$ cat src/verilog/scb_pkg.sv
package scb_pkg;
	// Array geometry and pin widths.
	localparam int NB       = 8;
	localparam int BA_W     = 3;
	localparam int ADDR_W   = 14;
	localparam int ROW_W    = 14;
	localparam int COL_W    = 10;
	localparam int DQ_W     = 16;
	localparam int DM_W     = 2;
	localparam int WB_DEPTH = 8;

	// Address field positions that qualify commands.
	localparam int A_AP = 10;
	localparam int A_BC = 12;

	// Burst lengths in beats.
	localparam int BL8_BEATS = 8;
	localparam int BC4_BEATS = 4;

	// Clock and timing; times round up to whole cycles.
	localparam int CLK_NS     = 10;
	localparam int T_RP_NS    = 15;
	localparam int T_RFC_NS   = 160;
	localparam int RP_CYC     = (T_RP_NS + CLK_NS - 1) / CLK_NS;
	localparam int RFC_CYC    = (T_RFC_NS + CLK_NS - 1) / CLK_NS;
	localparam int ZQCS_CYC   = 64;
	localparam int ZQOPER_CYC = 256;
	localparam int ZQINIT_CYC = 512;
	localparam int PRE_W      = 4;
	localparam int CNT_W      = 10;

	// One buffered write beat: bank, row, column, data, lane strobes.
	localparam int WB_W = BA_W + ROW_W + COL_W + DQ_W + DM_W;

	typedef enum logic [3:0] {
		CMD_DES, CMD_NOP, CMD_ACT, CMD_RD, CMD_WR, CMD_PRE,
		CMD_REF, CMD_ZQCL, CMD_ZQCS, CMD_MRS, CMD_OTHER
	} scb_cmd_t;

	// Command decode from the pin levels sampled at one rising edge.
	function automatic scb_cmd_t scb_decode(logic cke, logic cs_n, logic ras_n,
			logic cas_n, logic we_n, logic a10);
		scb_cmd_t c;
		c = CMD_OTHER;
		if (!cke) begin
			c = CMD_OTHER;
		end else if (cs_n) begin
			c = CMD_DES;
		end else begin
			case ({ras_n, cas_n, we_n})
				3'b111: c = CMD_NOP;
				3'b011: c = CMD_ACT;
				3'b101: c = CMD_RD;
				3'b100: c = CMD_WR;
				3'b010: c = CMD_PRE;
				3'b001: c = CMD_REF;
				3'b000: c = CMD_MRS;
				3'b110: c = a10 ? CMD_ZQCL : CMD_ZQCS;
				default: c = CMD_OTHER;
			endcase
		end
		return c;
	endfunction
endpackage

$ cat src/verilog/scb_wbuf_if.sv
interface scb_wbuf_if #(
	parameter int W = 8
);
	logic         valid;
	logic         ready;
	logic [W-1:0] data;

	modport src (output valid, output data, input ready);
	modport snk (input valid, input data, output ready);
endinterface

$ cat src/verilog/scb_core.sv
// How it works
// - Decode command from pins at rising edge.
// - Chip select high: no new command accepted.
// - No-operation registers nothing, running work continues.
// - Long calibration runs engine, then updates drivers.
// - Short calibration finishes within 64 cycles.
// - Activate opens addressed row in selected bank.
// - Read column from A[9:0]; A10 auto-closes.
// - On-the-fly mode: A12 low chops to four.
// - Running bursts are never interrupted.
// - Read encoding; A10 auto close, A12 chop.
// - Write targets open row of selected bank.
// - Write encoded like read, write enable low.
// - Masked byte lanes are never written.
// - Precharge closes all with A10, else one.
// - Other banks usable during auto precharge.
// - Precharge to idle, settled bank acts as no-op.
// - Refresh uses internal address, one per command.
module scb_core (
	input  wire logic                         clk_sys,
	input  wire logic                         sys_rst,
	input  wire logic                         cke,
	input  wire logic                         cs_n,
	input  wire logic                         ras_n,
	input  wire logic                         cas_n,
	input  wire logic                         we_n,
	input  wire logic [scb_pkg::BA_W-1:0]     ba,
	input  wire logic [scb_pkg::ADDR_W-1:0]   addr,
	input  wire logic [scb_pkg::DQ_W-1:0]     dq,
	input  wire logic [scb_pkg::DM_W-1:0]     dm,
	input  wire logic                         dq_valid,
	input  wire logic                         otf_enable,
	input  wire logic                         burst_length_fixed_by_mode,
	input  wire logic                         mem_ready,
	output logic                              dq_ready,
	output logic [scb_pkg::NB-1:0]            bank_open,
	output scb_pkg::scb_cmd_t                 cmd_last,
	output logic                              beat_valid,
	output logic                              beat_wr,
	output logic [scb_pkg::BA_W-1:0]          beat_bank,
	output logic [scb_pkg::ROW_W-1:0]         beat_row,
	output logic [scb_pkg::COL_W-1:0]         beat_col,
	output logic                              zq_busy,
	output logic                              cal_update,
	output logic                              ref_busy,
	output logic [scb_pkg::ROW_W-1:0]         ref_row,
	output logic                              mem_wvalid,
	output logic [scb_pkg::WB_W-1:0]          mem_wdata
);
	import scb_pkg::*;

	typedef struct packed {
		logic [NB-1:0]                 open;
		logic [NB-1:0][ROW_W-1:0]      row;
		logic [NB-1:0][PRE_W-1:0]      pre_cnt;
		scb_cmd_t                      last_cmd;
		logic [3:0]                    bst_left;
		logic                          bst_wr;
		logic                          bst_ap;
		logic                          bst_chop;
		logic [BA_W-1:0]               bst_bank;
		logic [COL_W-1:0]              bst_col;
		logic                          beat_valid;
		logic                          beat_wr;
		logic [BA_W-1:0]               beat_bank;
		logic [ROW_W-1:0]              beat_row;
		logic [COL_W-1:0]              beat_col;
		logic [CNT_W-1:0]              zq_cnt;
		logic                          zq_busy;
		logic                          zq_init_done;
		logic                          cal_update;
		logic [CNT_W-1:0]              ref_cnt;
		logic                          ref_busy;
		logic [ROW_W-1:0]              ref_row;
	} scb_core_st_t;

	scb_core_st_t st_q;
	scb_core_st_t st_d;
	scb_cmd_t     cmd;
	logic         beat_go;
	logic         wb_push;

	scb_wbuf_if #(.W(WB_W)) wb_in ();
	scb_wbuf_if #(.W(WB_W)) wb_out ();

	// Write beats queue here so a slow array port stalls the data pins.
	scb_fifo #(
		.W     (WB_W),
		.DEPTH (WB_DEPTH)
	) u_wbuf (
		.clk_sys (clk_sys),
		.sys_rst (sys_rst),
		.push    (wb_in.snk),
		.pop     (wb_out.src)
	);

	// Closing a bank restarts its precharge timer, except when the bank is
	// already idle and settled, where the command is a no-op.
	function automatic scb_core_st_t close_bank(scb_core_st_t s, logic [BA_W-1:0] b);
		if (s.open[b] || s.pre_cnt[b] != '0) begin
			s.pre_cnt[b] = PRE_W'(RP_CYC);
		end
		s.open[b] = 1'b0;
		return s;
	endfunction

	assign cmd = scb_decode(cke, cs_n, ras_n, cas_n, we_n, addr[A_AP]);

	// Next state: timers, the burst engine, then the newly sampled command.
	always_comb begin
		st_d            = st_q;
		st_d.beat_valid = 1'b0;
		st_d.cal_update = 1'b0;
		wb_push         = 1'b0;
		beat_go         = 1'b0;
		for (int b = 0; b < NB; b++) begin
			if (st_q.pre_cnt[b] != '0) begin
				st_d.pre_cnt[b] = st_q.pre_cnt[b] - PRE_W'(1);
			end
		end
		// A write beat waits for pin data and buffer room; reads never stall.
		if (st_q.bst_left != '0) begin
			beat_go = !st_q.bst_wr || (dq_valid && wb_in.ready);
		end
		if (beat_go) begin
			wb_push         = st_q.bst_wr;
			st_d.beat_valid = 1'b1;
			st_d.beat_wr    = st_q.bst_wr;
			st_d.beat_bank  = st_q.bst_bank;
			st_d.beat_row   = st_q.row[st_q.bst_bank];
			st_d.beat_col   = st_q.bst_col;
			st_d.bst_left   = st_q.bst_left - 4'd1;
			// Chopped bursts wrap within four columns, full ones within eight.
			if (st_q.bst_chop) begin
				st_d.bst_col[1:0] = st_q.bst_col[1:0] + 2'd1;
			end else begin
				st_d.bst_col[2:0] = st_q.bst_col[2:0] + 3'd1;
			end
			if (st_q.bst_left == 4'd1 && st_q.bst_ap) begin
				st_d = close_bank(st_d, st_q.bst_bank);
			end
		end
		// Calibration engine; results move to the drivers on completion.
		if (st_q.zq_cnt != '0) begin
			st_d.zq_cnt = st_q.zq_cnt - CNT_W'(1);
			if (st_q.zq_cnt == CNT_W'(1)) begin
				st_d.zq_busy    = 1'b0;
				st_d.cal_update = 1'b1;
			end
		end
		if (st_q.ref_cnt != '0) begin
			st_d.ref_cnt = st_q.ref_cnt - CNT_W'(1);
			if (st_q.ref_cnt == CNT_W'(1)) begin
				st_d.ref_busy = 1'b0;
			end
		end
		// Deselect and no-operation leave every running operation alone.
		st_d.last_cmd = cmd;
		case (cmd)
			CMD_DES, CMD_NOP: begin
			end
			CMD_ACT: begin
				st_d.open[ba] = 1'b1;
				st_d.row[ba]  = addr[ROW_W-1:0];
			end
			CMD_RD, CMD_WR: begin
				// A command is dropped while the running burst still has beats left after this cycle, never spliced.
				if (st_d.bst_left == '0) begin
					st_d.bst_wr   = (cmd == CMD_WR);
					st_d.bst_ap   = addr[A_AP];
					st_d.bst_chop = otf_enable ? !addr[A_BC] : burst_length_fixed_by_mode;
					st_d.bst_left = st_d.bst_chop ? 4'(BC4_BEATS) : 4'(BL8_BEATS);
					st_d.bst_bank = ba;
					st_d.bst_col  = addr[COL_W-1:0];
				end
			end
			CMD_PRE: begin
				if (addr[A_AP]) begin
					for (int b = 0; b < NB; b++) begin
						st_d = close_bank(st_d, BA_W'(b));
					end
				end else begin
					st_d = close_bank(st_d, ba);
				end
			end
			CMD_REF: begin
				// Address pins are ignored; the internal row pointer advances.
				st_d.ref_cnt  = CNT_W'(RFC_CYC);
				st_d.ref_busy = 1'b1;
				st_d.ref_row  = st_q.ref_row + ROW_W'(1);
			end
			CMD_ZQCL: begin
				st_d.zq_cnt       = st_q.zq_init_done ? CNT_W'(ZQOPER_CYC)
					: CNT_W'(ZQINIT_CYC);
				st_d.zq_busy      = 1'b1;
				st_d.zq_init_done = 1'b1;
			end
			CMD_ZQCS: begin
				st_d.zq_cnt  = CNT_W'(ZQCS_CYC);
				st_d.zq_busy = 1'b1;
			end
			default: begin
			end
		endcase
	end

	always_ff @(posedge clk_sys or posedge sys_rst) begin
		if (sys_rst) begin
			st_q <= '0;
		end else begin
			st_q <= st_d;
		end
	end

	// Only lanes whose mask was low carry a write strobe into the array.
	assign wb_in.valid  = wb_push;
	assign wb_in.data   = {st_q.bst_bank, st_q.row[st_q.bst_bank], st_q.bst_col, dq, ~dm};
	assign wb_out.ready = mem_ready;

	assign dq_ready   = wb_in.ready;
	assign mem_wvalid = wb_out.valid;
	assign mem_wdata  = wb_out.data;
	assign bank_open  = st_q.open;
	assign cmd_last   = st_q.last_cmd;
	assign beat_valid = st_q.beat_valid;
	assign beat_wr    = st_q.beat_wr;
	assign beat_bank  = st_q.beat_bank;
	assign beat_row   = st_q.beat_row;
	assign beat_col   = st_q.beat_col;
	assign zq_busy    = st_q.zq_busy;
	assign cal_update = st_q.cal_update;
	assign ref_busy   = st_q.ref_busy;
	assign ref_row    = st_q.ref_row;
endmodule

$ cat src/verilog/scb_fifo.sv
module scb_fifo #(
	parameter int W     = 8,
	parameter int DEPTH = 8
) (
	input wire logic clk_sys,
	input wire logic sys_rst,
	scb_wbuf_if.snk  push,
	scb_wbuf_if.src  pop
);
	import scb_pkg::*;

	localparam int AW = $clog2(DEPTH);

	typedef struct packed {
		logic [AW:0]   cnt;
		logic [AW-1:0] wp;
		logic [AW-1:0] rp;
		logic          rdy;
		logic          vld;
	} scb_fifo_st_t;

	logic [W-1:0] mem [DEPTH];
	scb_fifo_st_t st_q;
	scb_fifo_st_t st_d;
	logic         do_push;
	logic         do_pop;

	// Pointers wrap explicitly so a depth that is not a power of two works.
	function automatic logic [AW-1:0] nxt(logic [AW-1:0] p);
		return (p == AW'(DEPTH - 1)) ? '0 : p + AW'(1);
	endfunction

	// Ready and valid are precomputed flags so both sides see flop outputs.
	always_comb begin
		st_d    = st_q;
		do_push = push.valid && st_q.rdy;
		do_pop  = pop.ready && st_q.vld;
		if (do_push) begin
			st_d.wp = nxt(st_q.wp);
		end
		if (do_pop) begin
			st_d.rp = nxt(st_q.rp);
		end
		st_d.cnt = st_q.cnt + (AW + 1)'(do_push) - (AW + 1)'(do_pop);
		st_d.rdy = st_d.cnt != (AW + 1)'(DEPTH);
		st_d.vld = st_d.cnt != '0;
	end

	always_ff @(posedge clk_sys or posedge sys_rst) begin
		if (sys_rst) begin
			st_q     <= '0;
			st_q.rdy <= 1'b1;
		end else begin
			st_q <= st_d;
		end
	end

	// Storage needs no reset; the count guards every read.
	always_ff @(posedge clk_sys) begin
		if (do_push) begin
			mem[st_q.wp] <= push.data;
		end
	end

	assign push.ready = st_q.rdy;
	assign pop.valid  = st_q.vld;
	assign pop.data   = mem[st_q.rp];
endmodule

$ cat config.mk
export PLATFORM = sky130hd
export DESIGN_NAME = scb_core
export DESIGN_NICKNAME = d
export VERILOG_FILES = /design/src/verilog/scb_pkg.sv /design/src/verilog/scb_wbuf_if.sv /design/src/verilog/scb_core.sv /design/src/verilog/scb_fifo.sv
export SDC_FILE = /design/constraint.sdc
export NUM_CORES = 1
export LEC_CHECK = 0
export ABC_AREA = 1
export ABC_CLOCK_PERIOD_IN_PS = 15100
export BUFFER_PORTS_ARGS = -buffer_cell sky130_fd_sc_hd__clkbuf_2
export CORE_AREA = 5 5 201 203
export DETAILED_ROUTE_END_ITERATION = 7
export DIE_AREA = 0 0 206 208
export PLACE_DENSITY = 0.81
export SLEW_MARGIN = 15
export SYNTH_ARGS = -nofsm -noshare
export SYNTH_HDL_FRONTEND = slang
export SYNTH_SLANG_ARGS = --single-unit
$ cat constraint.sdc
create_clock -name clk_sys -period 15.1 [get_ports clk_sys]
set_input_delay 0.755 -clock clk_sys [delete_from_list [all_inputs] [get_ports clk_sys]]
set_output_delay 0.755 -clock clk_sys [all_outputs]
set_load 0.02 [all_outputs]
# After elaboration in Yosys (flattened, before gate mapping)
# Memory sizes are Yosys's and may differ from the RTL's.
# Index checks and enable logic that the tools add are counted.
# word_totals
in_bits	46
memories	1
ramBits	360
elab_cells	212
reg_bits	255
# mem_list
memory	depth	word_bits	read_ports	rd_ports_with_merged_regs	wr	line_no	source
u_wbuf.mem	8	45	1	0	1	scb_fifo.sv:22	logic [W-1:0] mem [DEPTH];
# classes
muxes	72
n_reduce_logical	44
n_bitwise	12
n_lt_le_gt_ge	4
n_eq_ne	20
add_sub_neg	18
# op_table
operator	count
two-way mux 243 bit	3
one-hot mux 120 bit (2 select lines)	1
bitwise mux 112 bit	1
two-way mux 4 bit	24
nonzero test 4 bit	20
two-way mux 32 bit	2
one-hot mux 25 bit (2 select lines)	1
bitwise AND 24 bit	2
inverter 24 bit	2
binary-select mux 14 bit (select 3 bit)	1
demux 14 bit (select 3 bit)	1
one-hot mux 20 bit (2 select lines)	1
two-way mux 36 bit	1
subtractor 4 x 1 -> 4 bit (second input constant)	9
one-hot mux 11 bit (3 select lines)	1
one-hot mux 4 bit (8 select lines)	1
two-way mux 29 bit	1
two-way mux 14 bit	2
binary-select mux 4 bit (select 3 bit)	2
demux 4 bit (select 3 bit)	2
OR 8 bit	3
two-way mux 11 bit	2
equality test 10 x 1 -> 1 bit (second input constant)	2
two-way mux 20 bit	1
33 further kinds	84

# Logic depth before layout (Yosys ltp)
# depth
word_depth	16
mapped_depth	14
mapped_depth_nobuf	13

# Cells and area by module
# A second synthesis with hierarchy kept.
# unflattened
hier_cells	2890
hier_area_um2	28074.4
# by_module_without_submodules
module	area_per_inst_um2	cells_each	instances	seq_area_each_um2
scb_fifo	17604.4	1635	1	11111.9
scb_core	10470.0	1255	1	5280.1

# Worst setup path before layout
# No wires, ideal clock.
# synth_timing
kind	input-to-reg
start	in dq_valid
end	mem u_wbuf.mem[0][0] (netlist name), enable pin
arrival_time_ns	4.472
required_ns	14.597
path_buffers	0
path_slack_ns	10.125
path_stages	8
setup_ns	0.503
cell_sequence	nand2_1 > nand2_1 > nand2_2 > inv_2 > nand2_1 > inv_1 > nand2_1 > nor3_1
# synth_between
elab_chain_len	7
# synth_lines
element	line_no	source
start, declared	scb_core.sv:31	input wire logic dq_valid,
logical AND 1 bit	scb_core.sv:123	beat_go = !st_q.bst_wr || (dq_valid && wb_in.ready);
logical OR 1 bit	scb_core.sv:123	
two-way mux 1 bit	scb_core.sv:122	if (st_q.bst_left != '0) begin
two-way mux 1 bit	scb_core.sv:125	if (beat_go) begin
logical AND 1 bit	scb_fifo.sv:36	do_push = push.valid && st_q.rdy;
two-way mux 1 bit	scb_fifo.sv:60	if (do_push) begin
two-way mux 1 bit (implied by the code)	scb_fifo.sv:61	mem[st_q.wp] <= push.data;
end, declared	scb_fifo.sv:22	
# Every way passes these cells.

# Worst setup path after layout
# layout_timing
start	reg u_wbuf.st_q[2] (netlist name)
end	out mem_wdata[35] (netlist name)
# layout_between
elab_chain_len	1
# layout_lines
element	line_no	source
start, declared	scb_fifo.sv:23	scb_fifo_st_t st_q;
start signal, assigned	scb_fifo.sv:54	st_q <= st_d;
memory read (8 x 45 bit)	-	
end, declared	scb_core.sv:48	output logic [scb_pkg::WB_W-1:0] mem_wdata
# Every way passes these cells.

==> summary.txt <==
Floorplanning
  • Die Wd: 206 um
  • Core Area: 38300 um2
  • Die H: 208 um
  • Starting Density: 0.640
  • Rows: 72
  • IO Pins: 151
  • Die area: 42800 um2

Power and ir drop
  • Net switching power: 2.02 mW
  • Sequential fraction of design power: 0.415
  • Comb pwr share: 0.318
  • Sw Share: 0.373
  • Internal: 3.41 mW
  • Pleak: 11.1 nW
  • Peak VDD IR: 0.000130 V
  • PD cells: 201 nW/um2
  • Clock Power Share: 0.267

Critical path
  • Setup crit end kind: output port
  • CP peak stage delay: 0.85 ns
  • Startpoint Class: flip-flop
  • Setup Crit Path Kind: reg2out
  • CP most frequent cell: buf_4
  • FF-to-FF path depth: 10
  • Critical path arrival: 3.75 ns
  • Critical path depth: 7
  • Worst Path Buf+Inv: 3
  • Slowest cell on crit path: buf_4
  • CP top delay family: buffers and inverters
  • Worst path cell trace: buf_4 > buf_4 > o21ai_0 > o22ai_1 > nor2_1 > a31oi_1 > clkbuf_2
  • Worst Setup SP: u_wbuf.st_q[2]
  • Worst-path fanout max: 92
  • Reg2reg start: st_q[83]
  • Crit path required time: 14.35 ns

CTS
  • CTS resizes: 0
  • Clock Pin Slew Worst Setup and Hold Paths: 0.06 ns
  • Root Buffer Master: clkbuf_16
  • Total CTS buffers: 58
  • CTS Sinks: 583
  • Clock latency on the worst-skew pair: 0.62 ns
  • # H-tree levels: 2
  • CTS Hold Buffers Added: 0
  • CTS tree: built
  • Clock buffer depth: 3
  • Post-CTS Setup Bufs: 0

Timing
  • Actual slew at the worst max-slew pin: 1.14 ns
  • Fin crit period: 4.50 ns
  • Max Freq: 222 MHz
  • Final worst-path cycle share: 0.298
  • Setup total negative slack: 0 ns
  • Clock skew: 0.0238 ns
  • Setup-failing EPs final: 0
  • Hold Vio Cnt, Final: 0
  • Slew headroom: 0.241
  • Final Max Tran Viols: 0
  • RSZ-0062 raised after global routing: no

Yosys
  • Post-synth cell types: 37
  • Register bit count reported by yosys: 583
  • Syn Area/Cell: 10.6 um2
  • Mapped Nets: 2374
  • Cells after Synth: 2309
  • Sequential area share after synthesis: 0.669
  • Mapped cell area: 24500 um2
  • Yosys warnings: 0

Global route
  • First-pass GRT wire length: 89600 um
  • Vias in the first global route: 17000
  • Total global-route track usage: 0.264
  • Remaining Overflow, GRT: 0
  • Initial antenna violation count: 2
  • Largest net degree at the start of global routing: 154

Placement
  • HPWL Detailed: 32700 um
  • Routability cong.: 0.880
  • Placed insts: 2826
  • Input/output buffers: 150

Final layout
  • Area grow syn2layout: 10.5%
  • Antenna cell count: 0
  • # nets final: 2433
  • Layout cells sized above 1: 0.120
  • Final Instance Count excl. Fillers: 2932

Routing
  • Vias per cell: 5.89
  • Routed Wire Length: 56900 um
  • Drt pass-1 iters: 6
  • Final ANT Viol Nets: 0
  • DRC Markers: 0
  • Via count: 17300
  • WL per Instance: 19.4 um
  • Initial DRC Count: 1778

Job
  • Max cap viols: 0

Outcome
  • Status: finished, final reports clean

Min path
  • Hold Crit Class: in2async
-- Yosys cell counts, drive strengths merged --
master | n | area share
o21ai | 346 | 0.071
nand4 | 13 | 0.0033
nor2 | 397 | 0.061
buf | 96 | 0.029
a221oi | 2 | 0.00071
dfrtp | 222 | 0.23
xnor2 | 5 | 0.0018
nand3b | 3 | 0.00092
o31ai | 1 | 0.00031
ha | 18 | 0.0092
a31oi | 51 | 0.013
edfxtp | 360 | 0.44
dfstp | 1 | 0.0011
o22ai | 46 | 0.012
nand3 | 55 | 0.011
nor3 | 23 | 0.0047
nand2 | 415 | 0.064
a22oi | 1 | 0.00031
a211oi | 3 | 0.00092
o41ai | 1 | 0.00036
o2111ai | 1 | 0.00036
a21oi | 27 | 0.0055
o21a | 8 | 0.0025
fa | 1 | 0.00082
clkbuf | 73 | 0.011
inv | 113 | 0.017
or2 | 3 | 0.00077
xor2 | 24 | 0.0086
-- layer usage --
layer  up-vias  track usage  wire length [um]
met5         -            0                21
li1       7939            -                 -
met1      8407        0.346             21700
met2       776        0.442             28300
met4         4        0.103              1920
met3       132       0.0472              5000
-- stage by stage --
step	power, mW	utilization	worst slack [ns]	hold WS (ns)	area, um2
final	5.43	0.707	10.60	0.368	27100
after CTS	5.44	0.707	10.55	0.361	27100
after global routing	5.72	0.707	10.34	0.393	27100
after global placement	3.91	0.656	11.34	0.462	25100
after floorplan	3.47	-	8.24	0.433	24500
after detailed placement	3.99	0.656	11.25	0.470	25100
-- placed cells by master (no fill, tap or decap), types with 4 or more instances in the layout --
cell        Yosys  routed
ha_1           18      18
nand3_1        54      54
clkbuf_1       73       9
edfxtp_1      360     360
clkinv_2        0      12
o21ai_1        39      39
bufinv_16       0       7
inv_1         109     107
nor2_4          2       8
buf_4          54      17
xor2_1         24      24
o21a_1          8       8
dfrtp_1       222     220
nand4_1        13      13
nand2_2         6       7
nor2_1        395     389
clkbuf_16       0      59
a21oi_1        27      27
o21ai_0       305     305
nand2_1       409     408
clkbuf_2        0     150
a31oi_1        51      51
nor3_1         23      21
o22ai_1        46      46
xnor2_1         5       5
clkinvlp_4      0       4
clkinv_1        0       7
inv_2           4       4
-- area by class of cell --
class,count,area (um2)
inverter,113,434
clock inverter,35,385
multi-input combinational,1444,6770
clock buffer,71,1550
fill,2635,11200
sequential,583,16400
timing repair buffer,168,890
tap,518,648
-- cell families (layout without fill, tap and decap cells) --
kind of cell / count (synthesis) / in the layout / synth area share
simple gates: 909 / 909 / 0.147
xor+xnor: 29 / 29 / 0.0104
fa+ha+maj: 19 / 19 / 0.0100
flops: 583 / 583 / 0.669
buf+inv: 282 / 387 / 0.0573
compound gates: 487 / 487 / 0.107
-- power by group through the flow --
stage | sequential (mW) | clock, mW | combinational, mW
final | 2.25 | 1.45 | 1.73
after global routing | 2.28 | 1.53 | 1.91
after CTS | 2.25 | 1.46 | 1.73
after detailed placement | 2.28 | 0 | 1.71
after global placement | 2.26 | 0 | 1.65
after floorplan | 2.21 | 0 | 1.26
-- sequential cells by signal, summed over array words and instances, names as in the netlist, 3 cells and up --
register and count:
u_wbuf.st_q 10, beat_row 14, beat_bank 3, ref_row 14, beat_col 10, bank_open 8
cmd_last 4, st_q 153, u_wbuf.mem 360
-- final timing paths --
check / end / slack, ns
hold / removal: u_wbuf.st_q[2] / 0.37
setup / recovery: mem_wdata[35] / 10.60
max in group asynchronous: ref_row[5] / 13.17
hold reg to reg: beat_row[1] / 0.48
min in group clk_sys: cmd_last[1] / 0.39
setup reg to reg: u_wbuf.mem[0][24] / 11.88
-- worst reg2reg max path, stage by stage (launching register included) --
cell,delay [ns]
dfrtp_1,0.37
inv_1,0.09
ha_1,0.21
nand3_2,0.09
nand2_2,0.07
inv_2,0.48
nand2_1,0.27
inv_1,0.19
nand2_1,0.23
nor3_2,0.17
buf_4,0.65
Power figures use the tool's default switching activity.
